--- src/common/sleep_seq_consts.vh ---
`ifndef SLEEP_SEQ_CONSTS_VH
`define SLEEP_SEQ_CONSTS_VH
// Clock rate and time units
`define CLK_MHZ 200
`define SLEEP_UNIT_US 10000
`define WAKE_UNIT_US 1000
`define SLEEP_UNIT_CYC (`SLEEP_UNIT_US * `CLK_MHZ)
`define WAKE_UNIT_CYC (`WAKE_UNIT_US * `CLK_MHZ)
// Sleep mode selector codes
`define MODE_CYCLIC 3'h4
`define MODE_CYCLIC_PIN 3'h5
// Sleep option bits
`define OPT_EXT_BIT 2
`define OPT_WAKE_TIME_BIT 1
// Sample interval meaning one sample only
`define ONE_SHOT_IVAL 16'h0800
// Pin config values
`define PIN_DISABLED 3'h0
`define PIN_DIN_MON 3'h3
`define PIN_MAX 3'h6
// Parent timeouts in 10 ms units
`define BUF_MIN_U 32'h00000078
`define BUF_MAX_U 32'h00000bb8
`define POLL_MIN_U 32'h000001f4
`define POLL_MULT 32'h00000003
// Short sleep limit in 10 ms units
`define SHORT_SLEEP_U 32'h00000bb8
`endif

--- src/unit_tick.v ---
`timescale 1ns/100ps
// Free-running divider: one pulse every DIV cycles
module unit_tick #(
  parameter DIV = 2000000
) (
  input wire i_mclk,
  input wire i_rst_b,
  input wire i_clear,
  output reg o_tick
);
  reg [31:0] cnt_q; // Cycle count within the unit

  // Count cycles, pulse at wrap, restart on clear
  always @(posedge i_mclk) begin
    if (!i_rst_b || i_clear) begin
      cnt_q <= 32'h0;
      o_tick <= 1'b0;
    end else if (cnt_q == DIV - 1) begin
      cnt_q <= 32'h0;
      o_tick <= 1'b1;
    end else begin
      cnt_q <= cnt_q + 32'h1;
      o_tick <= 1'b0;
    end
  end
endmodule

--- src/sleep_wake_seq.v ---
`timescale 1ns/100ps
`include "sleep_seq_consts.vh"
// Function
// - Sleep period counted in 10 ms units
// - Awake time and interval in 1 ms units
// - Mode 4 cyclic, 5 cyclic plus pin wake
// - Indicator asserts once per cycle group
// - Sample every interval until awake timer ends
// - Extended sleep lasts period times cycle count
// - Option 0x06 stays awake full awake time unless a sleep-immediately command ends it
// - Interval 0x800 sends exactly one sample
// - Sleep-immediately command forces sleep at once
// - Parent drops child after three missed cycle groups
// - Short sleepers can receive data anytime
// - Pin value 3 makes monitored digital input
// - Buffer time 1.2 x period, clamped 1.2-30 s
// - Poll timeout triple period times count, 5 s min
module sleep_wake_seq #(
  parameter SLEEP_DIV = `SLEEP_UNIT_CYC,
  parameter WAKE_DIV = `WAKE_UNIT_CYC
) (
  input wire i_mclk,
  input wire i_rst_b,
  input wire [2:0] i_sleep_mode_select,
  input wire [15:0] i_sleep_period,
  input wire [7:0] i_sleep_cycle_count,
  input wire [2:0] i_sleep_options,
  input wire [15:0] i_awake_time,
  input wire [15:0] i_sample_interval,
  input wire i_line1_cfg_wr,
  input wire [3:0] i_line1_cfg_val,
  input wire i_analog_enabled,
  input wire i_sleep_now,
  input wire i_sleep_rq,
  input wire i_rx_data,
  output reg [2:0] o_line1_pin_config,
  output wire o_line1_monitored,
  output reg o_awake,
  output reg o_on_sleep,
  output reg o_sample,
  output reg o_can_rx_any,
  output reg [31:0] o_buffer_timeout,
  output reg [31:0] o_poll_timeout
);
  // State codes of the sequencer
  localparam STATE_SLEEP = 2'h0; // Counting a sleep period
  localparam STATE_WAKE = 2'h1; // Awake window
  localparam STATE_IDLE = 2'h2; // Mode not cyclic

  // Sequencer state and its unit counters
  reg [1:0] state_q; // Current sequencer state
  reg [15:0] per_cnt_q; // 10 ms units elapsed in period
  reg [7:0] cyc_cnt_q; // Sleep periods elapsed in group
  reg [15:0] wake_cnt_q; // 1 ms units elapsed awake
  reg [15:0] samp_cnt_q; // 1 ms units since last sample

  // Unit pulses from the two time bases
  wire sleep_tick; // One 10 ms unit has passed
  wire wake_tick; // One 1 ms unit has passed
  // Decoded settings
  wire cyclic; // Mode 4 or 5 selected
  wire pin_wake; // Mode 5 with the request pin high
  wire wake_early; // Radio data or pin ends sleep early
  wire ext_sleep; // Extended sleep option set
  wire samp_en; // Sampling has an interval and a line
  wire one_shot; // Interval asks for a single sample
  wire [7:0] cyc_eff; // Cycle count with zero taken as one
  // Counter end points
  wire group_end; // Last period of the group
  wire period_end; // Last unit of the period
  wire wake_end; // Last unit of the awake window
  wire samp_due; // Sample interval elapsed
  // Parent timeout terms before clamping
  wire [31:0] buf_raw; // 1.2 times the sleep period
  wire [31:0] poll_raw; // Three periods times cycle count

  // Range check of a line-1 pin value
  // Values 0 and 2 to 6 are legal on this line
  function val_ok;
    input [3:0] v;
    begin
      val_ok = (v == 4'h0) || ((v >= 4'h2) && (v <= {1'b0, `PIN_MAX}));
    end
  endfunction

  // Clamp a value between two bounds
  // Both bounds are inclusive
  function [31:0] clamp;
    input [31:0] v;
    input [31:0] lo;
    input [31:0] hi;
    begin
      if (v < lo)
        clamp = lo;
      else if (v > hi)
        clamp = hi;
      else
        clamp = v;
    end
  endfunction

  // Treat a zero cycle count as a single period
  function [7:0] eff_count;
    input [7:0] n;
    begin
      if (n == 8'h0)
        eff_count = 8'h1;
      else
        eff_count = n;
    end
  endfunction

  // Next count reaches or passes its limit; wide to avoid wrap
  function reached;
    input [15:0] cnt;
    input [15:0] lim;
    begin
      reached = (({1'b0, cnt} + 17'h00001) >= {1'b0, lim});
    end
  endfunction

  // Sleep time base, held at zero outside a sleep period
  unit_tick #(.DIV(SLEEP_DIV)) u_sleep_tick (
    .i_mclk(i_mclk),
    .i_rst_b(i_rst_b),
    .i_clear(state_q != STATE_SLEEP),
    .o_tick(sleep_tick)
  );
  // Wake time base, so the first unit starts at wake entry
  unit_tick #(.DIV(WAKE_DIV)) u_wake_tick (
    .i_mclk(i_mclk),
    .i_rst_b(i_rst_b),
    .i_clear(state_q != STATE_WAKE),
    .o_tick(wake_tick)
  );

  // Mode and option decode
  assign cyclic = (i_sleep_mode_select == `MODE_CYCLIC) ||
                  (i_sleep_mode_select == `MODE_CYCLIC_PIN);
  // Only mode 5 lets the request pin end a sleep
  assign pin_wake = i_sleep_rq &&
                    (i_sleep_mode_select == `MODE_CYCLIC_PIN);
  // Early wake by radio data or the pin
  assign wake_early = i_rx_data || pin_wake;
  assign ext_sleep = i_sleep_options[`OPT_EXT_BIT];
  assign cyc_eff = eff_count(i_sleep_cycle_count);
  // Sampling needs an interval and an enabled line
  assign samp_en = (i_sample_interval != 16'h0) &&
                   (o_line1_monitored || i_analog_enabled);
  assign one_shot = (i_sample_interval == `ONE_SHOT_IVAL);
  // Period and wake end points fire only on the unit pulse of their time base
  assign period_end = sleep_tick &&
                      reached(per_cnt_q, i_sleep_period);
  assign group_end = reached({8'h00, cyc_cnt_q}, {8'h00, cyc_eff});
  assign wake_end = wake_tick &&
                    reached(wake_cnt_q, i_awake_time);
  assign samp_due = samp_en && !one_shot &&
                    reached(samp_cnt_q, i_sample_interval);
  // A line set to value 3 is watched by sampling
  assign o_line1_monitored = (o_line1_pin_config == `PIN_DIN_MON);
  // Parent timeout terms in 10 ms units
  assign buf_raw = ({16'h0000, i_sleep_period} * 32'h0000000c) /
                   32'h0000000a;
  assign poll_raw = `POLL_MULT * {16'h0000, i_sleep_period} *
                    {24'h000000, cyc_eff};

  // Line-1 pin configuration register
  always @(posedge i_mclk) begin
    if (!i_rst_b) begin
      // Line starts disabled
      o_line1_pin_config <= `PIN_DISABLED;
    end else if (i_line1_cfg_wr && val_ok(i_line1_cfg_val)) begin
      // Legal value replaces the setting
      o_line1_pin_config <= i_line1_cfg_val[2:0];
    end
    // Refused values leave the old setting in place
  end

  // Sleep and wake state machine
  always @(posedge i_mclk) begin
    if (!i_rst_b) begin
      // Idle and awake until a cyclic mode is chosen
      state_q <= STATE_IDLE;
      per_cnt_q <= 16'h0;
      cyc_cnt_q <= 8'h0;
      wake_cnt_q <= 16'h0;
      samp_cnt_q <= 16'h0;
      o_awake <= 1'b1;
      o_on_sleep <= 1'b1;
      o_sample <= 1'b0;
    end else begin
      // Sample strobe is a single-cycle pulse by default
      o_sample <= 1'b0;
      case (state_q)
        STATE_IDLE: begin
          // Non-cyclic modes stay awake
          o_awake <= 1'b1;
          o_on_sleep <= 1'b1;
          if (cyclic) begin
            // Start the first group from zero
            state_q <= STATE_SLEEP;
            per_cnt_q <= 16'h0;
            cyc_cnt_q <= 8'h0;
            o_awake <= 1'b0;
            o_on_sleep <= 1'b0;
          end
        end
        STATE_SLEEP: begin
          if (!cyclic) begin
            // Leaving cyclic sleep wakes at once
            state_q <= STATE_IDLE;
            o_awake <= 1'b1;
            o_on_sleep <= 1'b1;
          end else if (wake_early) begin
            // Early wake asserts the indicator and restarts the group
            state_q <= STATE_WAKE;
            o_awake <= 1'b1;
            o_on_sleep <= 1'b1;
            cyc_cnt_q <= 8'h0;
            wake_cnt_q <= 16'h0;
            samp_cnt_q <= 16'h0;
            // First sample goes out on waking
            o_sample <= samp_en;
          end else if (period_end) begin
            // Period over: restart its unit count
            per_cnt_q <= 16'h0;
            if (group_end) begin
              // Wake with indicator once per group
              state_q <= STATE_WAKE;
              cyc_cnt_q <= 8'h0;
              o_awake <= 1'b1;
              o_on_sleep <= 1'b1;
              wake_cnt_q <= 16'h0;
              samp_cnt_q <= 16'h0;
              // One sample on waking, also in one-shot mode
              o_sample <= samp_en;
            end else if (!ext_sleep) begin
              // Brief poll wake without the indicator
              cyc_cnt_q <= cyc_cnt_q + 8'h1;
              o_awake <= 1'b1;
            end else begin
              // Extended sleep keeps sleeping through group
              cyc_cnt_q <= cyc_cnt_q + 8'h1;
              o_awake <= 1'b0;
            end
          end else if (sleep_tick) begin
            // One more 10 ms unit of the period
            per_cnt_q <= per_cnt_q + 16'h1;
            o_awake <= 1'b0;
          end else begin
            // Between units; a poll wake lasts one cycle
            o_awake <= 1'b0;
          end
        end
        STATE_WAKE: begin
          if (i_sleep_now || wake_end || !cyclic) begin
            // Command or timer ends the awake window
            state_q <= cyclic ? STATE_SLEEP : STATE_IDLE;
            per_cnt_q <= 16'h0;
            // A non-cyclic mode stays awake in idle
            o_awake <= !cyclic;
            o_on_sleep <= !cyclic;
          end else if (wake_tick) begin
            // One more 1 ms unit of the window
            wake_cnt_q <= wake_cnt_q + 16'h1;
            if (samp_due) begin
              // Interval elapsed: pulse and restart it
              samp_cnt_q <= 16'h0;
              o_sample <= 1'b1;
            end else begin
              // Interval still running
              samp_cnt_q <= samp_cnt_q + 16'h1;
            end
          end
        end
        default: begin
          // Unused code returns to idle
          state_q <= STATE_IDLE;
        end
      endcase
    end
  end

  // Parent timeouts and short-sleep flag, 10 ms units
  always @(posedge i_mclk) begin
    if (!i_rst_b) begin
      // Floors of both timeouts until settings are seen
      o_buffer_timeout <= `BUF_MIN_U;
      o_poll_timeout <= `POLL_MIN_U;
      o_can_rx_any <= 1'b0;
    end else begin
      // Buffer time is clamped both ways
      o_buffer_timeout <= clamp(buf_raw, `BUF_MIN_U, `BUF_MAX_U);
      // Poll timeout has only a floor; it outlasts three periods
      o_poll_timeout <= clamp(poll_raw, `POLL_MIN_U,
                              32'hffffffff);
      // Extended sleepers may outlast the parent's buffer
      o_can_rx_any <= ({16'h0000, i_sleep_period} < `SHORT_SLEEP_U) &&
                      !ext_sleep;
    end
  end
endmodule

--- config.mk ---
export PLATFORM = sky130hd
export DESIGN_NAME = sleep_wake_seq
export DESIGN_NICKNAME = d
export VERILOG_FILES = /design/src/unit_tick.v /design/src/sleep_wake_seq.v
export VERILOG_INCLUDE_DIRS = /design/src /design/src/common
export SDC_FILE = /design/constraint.sdc
export NUM_CORES = 1
export LEC_CHECK = 0
export ABC_AREA = 0
export BUFFER_PORTS_ARGS = -buffer_cell sky130_fd_sc_hd__buf_2
export CORE_UTILIZATION = 55
export DETAILED_ROUTE_END_ITERATION = 10
export HOLD_SLACK_MARGIN = 0.05
export PLACE_DENSITY = 0.79
export SETUP_SLACK_MARGIN = 0.5
export SLEW_MARGIN = 20
export SYNTH_ARGS = -nofsm -noshare
export SYNTH_HDL_FRONTEND = slang
export SYNTH_SLANG_ARGS = --single-unit
export TNS_END_PERCENT = 5
--- constraint.sdc ---
create_clock -name i_mclk -period 13.7 [get_ports i_mclk]
set_input_delay 2.74 -clock i_mclk [delete_from_list [all_inputs] [get_ports i_mclk]]
set_output_delay 2.74 -clock i_mclk [all_outputs]
set_load 0.02 [all_outputs]
==> impl_metrics.csv, run 1 <==
group,metric,value,unit
status,run_status,"finished, final reports clean",
route,antenna_violating_nets_remaining,0,
cells_and_area,final_cell_mix,"nand2_1 (199), nor2_1 (197), inv_1 (178)",
clock_network,cts.sink_count,174,
synth,synthesis.instances,2045,
synth,count_of_cell_types_in_the_netlist,100,
global_route,globalRouteOverflowTotal,0,
route,detailedRoute.firstIterationViolations,1142,
clock_network,postCtsHoldBufs,0,
pwr,power-per-cell-area,197.5,nW/um^2
cells_and_area,layout_commonest_cell,"nand2_1",
synth,async_s_r_ff_share_synth,0,%
timing,fmax,0.08371,GHz
route,drt-total-wl,38810,um
synth,synthAdderAreaFrac,22.07,%
die,dieWidth,175.3,um
cells_and_area,final_cell_count_no_fill,2526,
cells_and_area,area.growth.synth_to_final,8.646,%
route,drt_pass1_iterations,6,
die,initial_utilization,55.86,%
cells_and_area,final_net_count,2429,
timing,setup-tns-final,0,ns
route,vias,14630,
clock_network,cts_setup_buffers,0,
setup_path,crit_path_frequent_cell,"nor2_1",
pwr,vdd_drop_max,0.0003277,V
synth,ys_ff_latch,174,
cells_and_area,final_design_area_no_fill,17940,sq um
timing,setup_slack,1.754,ns
timing,period_share,87.20,%
cells_and_area,n_antenna_cell,0,
global_route,grt_first_pass_wirelength,64450,um
cells_and_area,drive_gt1_share,10.16,%
clock_network,numCtsBuffers,17,
timing,final-max-slew-violation-count,0,
global_route,grt_pass1_vias,13770,
route,routedWlPerCell,15.36,um
clock_network,clk_pin_slew_worst_paths,0.07,ns
placed_design,place.detailed.instances,2494,
clock_network,depth_of_the_cts_h_tree,4,
synth,ys.flop_type,"dfxtp_1",
synth,synthMuxAreaShare,0.7047,%
setup_path,crit_path_top_delay_cell,"a21oi_1",
placed_design,place_area,17340,sq um
timing,worstMarginPinSlew,1.131,ns
clock_network,cts.root.buffer_cell,"clkbuf_16",
timing,rsz0062_at_grt,"false",
synth,synth-warning-count,0,
setup_path,timing.critical_path.arrival,12.27,ns
setup_path,critical_path.n_buffers_inverters,2,
synth,post_synthesis_share_of_cell_area_spent_on_and_or_nand_and_nor_gates,23.82,%
route,avgViaCountPerCell,5.793,
setup_path,slowest_delay,0.68,ns
timing,max_slew_margin,24.08,%
timing,setup_viol_count_final,0,
synth,synth.avg_cell_area,8.074,sq um
clock_network,cts_buffer_depth,2,
global_route,grt_start_max_net_pins,76,
placed_design,dpl_worst_slack,1.655,ns
die,placement_rows,63,
synth,synth-xor-area-share,8.115,%
placed_design,io_buffers,121,
pwr,total_leakage_power,8.023,nW
die,core,29560,sq um
synth,syn_area,16510,sq um
die,pin_count,145,
flow_run,maximum_capacitance_violations,0,
placed_design,place.detailed.hpwl,29210,um
clock_network,cts.repair.resized,0,
clock_network,clk_latency,0.44,ns
clock_network,tritoncts_clock_tree,"done",
die,fp.dieArea,30720,sq um
timing,period_minus_slack,11.95,ns
setup_path,crit_path_end_kind,"flip-flop",
setup_path,crit_path_category,"input port to flip-flop",
placed_design,gp_routability_congestion,0.9181,
setup_path,start_kind,"input port",
die,die_y,175.3,um
global_route,grt_antenna_before_repair,0,
synth,dominant_combinational_cell_family_by_area_after_synthesis,"simple AND/OR/NAND/NOR gates",
setup_path,crit_path_max_fo,17,
timing,fin_worst_skew,0.01651,ns
synth,synthesized_area_fraction_occupied_by_ao_oa_aoi_and_oai_cells,16.98,%
route,post-route-drc-count,0,
min_path,min-delay-path-class,"flip-flop to flip-flop",
setup_path,cp.required,14.03,ns
synth,synth_edf_count,0,
timing,final_hold_viol_count,0,
setup_path,timing.critical_path.max_delay_family,"compound AO/OA/AOI/OAI gates",
global_route,grt.total_usage,25.36,%
synth,synth_seq_area_share,21.10,%
==> path summary, 6_finish.rpt <==
path	end	startpoint	cells past startpoint	slack, ns
hold / removal	u_sleep_tick.cnt_q[0]$_SDFF_PP0_	u_sleep_tick.cnt_q[0]$_SDFF_PP0_	1	0.47
setup reg to reg	samp_cnt_q[2]$_SDFFE_PN0P_	wake_cnt_q[0]$_SDFFE_PN0P_	27	8.35
hold reg to reg	u_sleep_tick.cnt_q[0]$_SDFF_PP0_	u_sleep_tick.cnt_q[0]$_SDFF_PP0_	1	0.47
setup / recovery	o_buffer_timeout[0]$_SDFF_PP0_	i_sleep_period[0]	32	1.75
==> flip-flops by register name, indices dropped and copies added, names as in the netlist, 2 cells and up <==
| name | flops |
|---|---|
| cyc_cnt_q | 8 |
| o_buffer_timeout | 17 |
| o_line1_pin_config | 3 |
| o_poll_timeout | 26 |
| per_cnt_q | 16 |
| samp_cnt_q | 16 |
| state_q | 2 |
| u_sleep_tick.cnt_q | 32 |
| u_wake_tick.cnt_q | 32 |
| wake_cnt_q | 16 |
==> routing by layer <==
layer | vias up | track usage, % | wire, um
li1 | 7140 | - | -
met1 | 6921 | 33.39 | 17230
met2 | 493 | 42.44 | 18240
met3 | 80 | 3.030 | 2306
met4 | 0 | 9.855 | 1029
met5 | - | 0 | 0
==> final cells by class <==
| type | instances | area (sq um) |
|---|---|---|
| inverters | 178 | 668.1 |
| clock buffers | 18 | 439.2 |
| fillers | 2523 | 11620 |
| well taps | 390 | 488.0 |
| clock inverters | 14 | 156.4 |
| multi-input cells | 1611 | 11940 |
| repair buffers | 141 | 763.2 |
| flip-flops and latches | 174 | 3483 |
==> logic make-up (layout without fill, tap and decap cells) <==
family,after synthesis,count (layout)
simple gates,793,793
mux,11,11
flops,174,174
buf+inv,285,351
compound gates,395,395
other cells,1,26
xor+xnor,153,153
fa+ha+maj,233,233
==> synth_stat cells (5+ instances only) <==
| cell type | n | area share, % |
|---|---|---|
| ha_1 | 136 | 10 |
| buf_4 | 24 | 1.1 |
| nand3b_1 | 14 | 0.64 |
| o21bai_1 | 21 | 0.95 |
| and2_1 | 23 | 0.87 |
| nand2b_1 | 21 | 0.80 |
| o21ai_0 | 64 | 1.9 |
| a211o_1 | 7 | 0.37 |
| a21oi_1 | 107 | 3.2 |
| dfxtp_1 | 174 | 21 |
| xnor2_1 | 72 | 3.8 |
| o22ai_1 | 7 | 0.27 |
| clkbuf_1 | 71 | 1.6 |
| nor3b_1 | 23 | 1.0 |
| nor2_1 | 198 | 4.5 |
| a21o_1 | 19 | 0.86 |
| buf_2 | 10 | 0.30 |
| and3_1 | 48 | 1.8 |
| o211ai_1 | 5 | 0.23 |
| a31o_2 | 5 | 0.27 |
| nand2_1 | 199 | 4.5 |
| and4_1 | 5 | 0.27 |
| mux2i_1 | 9 | 0.55 |
| or2_2 | 5 | 0.19 |
| a311oi_1 | 6 | 0.32 |
| o31ai_1 | 6 | 0.27 |
| fa_1 | 97 | 12 |
| a31oi_1 | 9 | 0.34 |
| nor4_1 | 22 | 0.83 |
| inv_1 | 178 | 4.0 |
| nor3_1 | 42 | 1.3 |
| xor2_1 | 81 | 4.3 |
| o21a_1 | 13 | 0.59 |
| a211oi_1 | 14 | 0.64 |
| o21ai_1 | 7 | 0.21 |
| o311a_1 | 8 | 0.48 |
| nor2b_1 | 49 | 1.9 |
| or3_1 | 13 | 0.49 |
| nand3_1 | 75 | 2.3 |
| a21boi_0 | 21 | 0.95 |
| a2bb2oi_1 | 9 | 0.48 |
| nand4_1 | 34 | 1.3 |
==> per-stage QoR <==
step,util [%],hold slack (ns),power [mW]
floorplan,-,0.4258,2.625
global placement,58.62,0.4382,2.969
detailed placement,58.67,0.4614,3.022
CTS,60.68,0.4792,3.540
global route,60.69,0.5070,3.889
finish,60.69,0.4750,3.543
==> where the power goes <==
part           total [mW]  switching [mW]  leakage [nW]  internal (mW)
Clock               0.499           0.222         0.294          0.277
Sequential          0.562         0.00931          1.41          0.552
Combinational        2.48            1.45          6.32           1.04
Power figures use the tool's default switching activity.
==> run 2, diff against run 1 <==
Settings changed: ABC_AREA 0 to unset, PLACE_DENSITY 0.79 to 0.82.
Clock period 13.7 ns to 10.76 ns, I/O delays scaled along.
==> run 2 against run 1 <==
Design area is 1.9% higher. Global-route usage is 1.3 points higher. Critical path type unchanged. Die area stayed put. Combinational power is 38% higher. Non-clock buffer count is 26 higher. First-iteration DRC count is 17% higher. Register-to-register slack worse by 3.0 ns. Sequential power is 27% higher. Power is 35% higher. Count of clock-buffer cells in the layout is 1 higher. Routed wire length is 6.1% higher.
==> impl_metrics.csv, run 2 (synthesis results as in run 1) <==
group,metric,value,unit
cells_and_area,multiInputGateArea,12110,sq um
pwr,internal_power,2.477,mW
global_route,grt.met1_usage,34.16,%
placed_design,place.detailed.hpwl,30910,um
cells_and_area,n_antenna_cell,0,
global_route,grt.total_usage,26.68,%
timing,period_share,91.78,%
timing,fmax,0.1013,GHz
setup_path,timing.critical_path.max_delay_family,"compound AO/OA/AOI/OAI gates",
setup_path,setup.worst_path.start,"i_sleep_period[15]",
cells_and_area,area.growth.synth_to_final,10.75,%
clock_network,depth_of_the_cts_h_tree,4,
clock_network,tritoncts_clock_tree,"done",
global_route,globalRouteOverflowTotal,0,
setup_path,crit_path_end_kind,"flip-flop",
die,core,29560,sq um
timing,setup_viol_count_final,0,
min_path,min-delay-path-class,"flip-flop to flip-flop",
min_path,worstHoldStart,"u_sleep_tick.cnt_q[0]$_SDFF_PP0_",
setup_path,crit_path_max_fo,12,
timing,setup-tns-final,0,ns
setup_path,start_kind,"input port",
placed_design,io_buffers,121,
route,avgViaCountPerCell,5.868,
route,routedWlPerCell,16.14,um
setup_path,cp.required,11.09,ns
die,initial_utilization,55.86,%
timing,final-max-slew-violation-count,0,
clock_network,cts_buffer_depth,2,
timing,final_hold_viol_count,0,
timing,period_minus_slack,9.875,ns
status,run_status,"finished, final reports clean",
pwr,total_leakage_power,8.176,nW
placed_design,gp_routability_congestion,0.9536,
global_route,grt_first_pass_wirelength,67250,um
setup_path,launch_point_of_the_worst_reg_to_reg_path,"wake_cnt_q[0]$_SDFFE_PN0P_",
route,post-route-drc-count,0,
global_route,met3_routing_resource_usage_after_global_routing,4.589,%
cells_and_area,biggest_registers_after_layout,"u_sleep_tick.cnt_q (32), u_wake_tick.cnt_q (32), o_poll_timeout (26)",
route,vias,14970,
pwr,power_switching_share,48.05,%
placed_design,dpl_worst_slack,0.1809,ns
setup_path,critical_path.n_buffers_inverters,3,
cells_and_area,fillers,2533,
setup_path,timing.critical_path.arrival,10.20,ns
global_route,grt_start_max_net_pins,76,
die,pin_count,145,
timing,worstMarginPinSlew,1.027,ns
global_route,grt.met2_usage,44.35,%
timing,rsz0062_at_grt,"true",
die,dieWidth,175.3,um
clock_network,numCtsBuffers,17,
route,drt_pass1_iterations,5,
global_route,grt_pass1_vias,14370,
pwr,pwr-share-seq,15.0,%
setup_path,crit_path_category,"input port to flip-flop",
die,placement_rows,63,
cells_and_area,final_net_count,2455,
cells_and_area,layout.area.seq,3483,sq um
die,die_y,175.3,um
route,drt-total-wl,41190,um
clock_network,clk_latency,0.45,ns
pwr,combinational_power_share,71.8,%
timing,fin_worst_skew,0.01262,ns
setup_path,slowest_delay,0.55,ns
timing,setup_slack,0.8847,ns
clock_network,cts.sink_count,174,
pwr,power-per-cell-area,260.7,nW/um^2
route,detailedRoute.firstIterationViolations,1335,
setup_path,crit_path_top_delay_cell,"ha_1",
global_route,gr-max-usage-layer,"met2",
pwr,clkPwrFrac,13.2,%
cells_and_area,final_cell_mix,"nand2_1 (199), nor2_1 (197), inv_1 (178)",
timing,max_slew_margin,31.34,%
global_route,grt_antenna_before_repair,0,
clock_network,clk_pin_slew_worst_paths,0.07,ns
cells_and_area,drive_gt1_share,12.03,%
pwr,vdd_drop_max,0.0004041,V
clock_network,cts.root.buffer_cell,"clkbuf_16",
pwr,switchingPower,2.291,mW
route,antenna_violating_nets_remaining,0,
die,fp.dieArea,30720,sq um
cells_and_area,layout_commonest_cell,"nand2_1",
flow_run,maximum_capacitance_violations,0,
-- run 2: per-stage QoR --
stage	instance area, sq um	std cells	total power [mW]	utilization, %	hold slack [ns]
6_report	18290	2552	4.767	61.87	0.4634
2_1_floorplan	16610	2070	3.342	-	0.4258
3_3_place_gp	17500	2516	3.868	59.20	0.4389
5_1_grt	18290	2552	5.199	61.87	0.5092
3_5_place_dp	17500	2516	3.988	59.20	0.4525
4_1_cts	18080	2548	4.662	61.18	0.4686
-- run 2: worst paths after layout --
path / cells past startpoint / slack [ns] / to
setup reg to reg: 27 / 5.39 / samp_cnt_q[3]$_SDFFE_PN0P_
hold reg to reg: 1 / 0.46 / u_sleep_tick.cnt_q[0]$_SDFF_PP0_
hold / removal: 1 / 0.46 / u_sleep_tick.cnt_q[0]$_SDFF_PP0_
setup / recovery: 31 / 0.88 / o_buffer_timeout[0]$_SDFF_PP0_
-- run 2: final cells by class --
type | count | area share [%]
clock buffers | 19 | 2.477
clock inverters | 13 | 0.7184
inverters | 178 | 3.654
multi-input cells | 1611 | 66.19
flip-flops and latches | 174 | 19.05
well taps | 390 | 2.668
repair buffers | 167 | 5.241
-- run 2: timing repair --
item                       CTS  global route
hold endpoints to repair     0             0
setup endpoints to repair    0            23
buffers inserted             0             3
hold buffers                 0             0
gates resized for setup      0            26
-- run 2: routing by layer --
metal | share of wire, % | up-vias
li1 | - | 7175
met1 | 43 | 7150
met4 | 3.6 | 0
met2 | 47 | 530
met3 | 6.1 | 119
met5 | 0 | -
-- run 2: power by group through the flow --
stage | sequential [mW] | clock (mW) | combinational [mW]
detailed placement | 0.730 | 0 | 3.26
global route | 0.718 | 0.664 | 3.82
global placement | 0.729 | 0 | 3.14
floorplan | 0.783 | 0 | 2.56
CTS | 0.715 | 0.636 | 3.31
finish | 0.715 | 0.629 | 3.42
==> run 3, diff against run 2 <==
Settings changed: CTS_BUF_LIST set to sky130_fd_sc_hd__clkbuf_16, REMOVE_ABC_BUFFERS set to 1.
==> run 3 against run 2 <==
Critical path depth increased by 1. Design area increased by 0.57%. Via count grew 0.64%. Clock power is 4.1% higher. Combinational power about the same. Sequential power barely moved. Non-clock buffer count up 7. Power is 0.22% higher. Flip-flop and latch count is the same. Final cell count rose by 0.43%. Maximum frequency down 0.26%. Largest power group unchanged.
==> impl_metrics.csv, run 3 (synthesis results as in run 1) <==
group,metric,value,unit
die,core,29560,sq um
die,placement_rows,63,
placed_design,place.detailed.hpwl,31270,um
setup_path,crit_path_top_delay_cell,"or3b_1",
placed_design,place.detailed.instances,2526,
cells_and_area,layout_commonest_cell,"nand2_1",
global_route,grt_start_max_net_pins,75,
die,initial_utilization,55.86,%
cells_and_area,biggest_registers_after_layout,"u_sleep_tick.cnt_q (32), u_wake_tick.cnt_q (32), o_poll_timeout (26)",
timing,rsz0062_at_grt,"true",
route,drt_pass1_iterations,6,
global_route,grt_antenna_before_repair,3,
die,die_y,175.3,um
flow_run,maximum_capacitance_violations,0,
timing,setup-tns-final,0,ns
route,antenna_violating_nets_remaining,0,
timing,final_hold_viol_count,0,
clock_network,postCtsHoldBufs,0,
clock_network,tritoncts_clock_tree,"done",
timing,period_share,92.02,%
timing,period_minus_slack,9.901,ns
timing,fmax,0.1010,GHz
min_path,min-delay-path-class,"flip-flop to flip-flop",
setup_path,timing.critical_path.arrival,10.23,ns
cells_and_area,drive_gt1_share,12.54,%
route,vias,15070,
cells_and_area,final_cell_mix,"nand2_1 (199), nor2_1 (197), inv_1 (178)",
route,routedWlPerCell,16.03,um
clock_network,cts.root.buffer_cell,"clkbuf_16",
pwr,total_leakage_power,8.230,nW
timing,max_slew_margin,34.90,%
clock_network,cts_buffer_depth,2,
timing,final-max-slew-violation-count,0,
route,drt-total-wl,41090,um
cells_and_area,area.growth.synth_to_final,11.38,%
cells_and_area,final_cell_count_no_fill,2563,
timing,worstMarginPinSlew,0.9741,ns
clock_network,cts.sink_count,174,
pwr,power,4.778,mW
timing,setup_slack,0.8590,ns
setup_path,slowest_delay,0.47,ns
status,run_status,"finished, final reports clean",
clock_network,clk_pin_slew_worst_paths,0.07,ns
route,detailedRoute.firstIterationViolations,1189,
clock_network,clk_latency,0.46,ns
die,fp.dieArea,30720,sq um
pwr,vdd_drop_max,0.0003986,V
route,post-route-drc-count,0,
setup_path,crit_path_end_kind,"flip-flop",
setup_path,crit_path_category,"input port to flip-flop",
die,dieWidth,175.3,um
global_route,grt_first_pass_wirelength,67530,um
timing,setup_viol_count_final,0,
global_route,grt_pass1_vias,14360,
setup_path,cp.required,11.09,ns
pwr,power-per-cell-area,259.8,nW/um^2
clock_network,depth_of_the_cts_h_tree,4,
placed_design,gp_routability_congestion,0.9334,
cells_and_area,fillers,2544,
setup_path,start_kind,"input port",
timing,fin_worst_skew,0.01263,ns
clock_network,cts_setup_buffers,0,
global_route,globalRouteOverflowTotal,0,
cells_and_area,final_net_count,2462,
clock_network,numCtsBuffers,17,
setup_path,crit_path_max_fo,10,
route,avgViaCountPerCell,5.880,
global_route,grt.total_usage,26.71,%
placed_design,dpl_worst_slack,0.2187,ns
die,pin_count,145,
placed_design,io_buffers,121,
## run 3: cell count changes in the layout (fill, tap and decap cells not counted), sizes merged
cell | before | now
buf | 167 | 174
diode | 0 | 4
inv | 182 | 186
clkbuf | 19 | 17
clkinvlp | 3 | 1
## run 3: path summary, 6_finish.rpt
check                                                 startpoint                               end  slack, ns  cells after the start
worst max-delay path                           i_sleep_period[1]    o_buffer_timeout[0]$_SDFF_PP0_       0.86                     32
worst min-delay path            u_sleep_tick.cnt_q[0]$_SDFF_PP0_  u_sleep_tick.cnt_q[0]$_SDFF_PP0_       0.46                      1
worst max register to register        wake_cnt_q[0]$_SDFFE_PN0P_        samp_cnt_q[3]$_SDFFE_PN0P_       5.23                     28
worst min register to register  u_sleep_tick.cnt_q[0]$_SDFF_PP0_  u_sleep_tick.cnt_q[0]$_SDFF_PP0_       0.46                      1
## run 3: repair_timing
item	4_1_cts	5_1_grt
resized for setup	0	30
hold endpoints to repair	0	0
setup endpoints to repair	0	17
## run 3: power breakdown
part,internal [mW],switching [mW]
Clock,0.336,0.319
Combinational,1.45,1.96
Sequential,0.703,0.00926
Total,2.49,2.29
## run 3: worst max-delay path: cells and delay by family
| kind | cells | cell delay, ns |
|---|---|---|
| buffers and inverters | 2 | 0.21 |
| multiplexers | 1 | 0.21 |
| AND/OR/NAND/NOR | 5 | 1.51 |
| AO/OA/AOI/OAI | 20 | 5.04 |
| XOR/XNOR | 1 | 0.19 |
| adder cells (fa/ha/maj) | 3 | 0.89 |
## run 3: cell type report
type / instances / area [sq um] / share of cell area, %
Timing Repair Buffer: 174 / 1015 / 5.517
Multi-Input combinational cell: 1611 / 12110 / 65.86
Tap cell: 390 / 488.0 / 2.653
Clock inverter: 15 / 188.9 / 1.027
Clock buffer: 17 / 425.4 / 2.313
Inverter: 178 / 668.1 / 3.633
Antenna cell: 4 / 10.01 / 0.05443
Sequential cell: 174 / 3483 / 18.94
## run 3: stage by stage
| stage | hold slack (ns) | cell area (sq um) | utilization [%] |
|---|---|---|---|
| 3_5_place_dp | 0.4491 | 17580 | 59.48 |
| 3_3_place_gp | 0.4390 | 17570 | 59.45 |
| 6_report | 0.4607 | 18390 | 62.22 |
| 5_1_grt | 0.5037 | 18390 | 62.21 |
| 2_1_floorplan | 0.4258 | 16090 | - |
| 4_1_cts | 0.4665 | 18200 | 61.56 |
## run 3: routing by layer
layer  vias to the layer above  GRT usage (%)  share of wire [%]
met5                         -              0                  0
met4                         0          10.98                3.2
met3                       101          5.411                6.7
met2                       526          44.68                 48
met1                      7248          33.55                 42
li1                       7195              -                  -
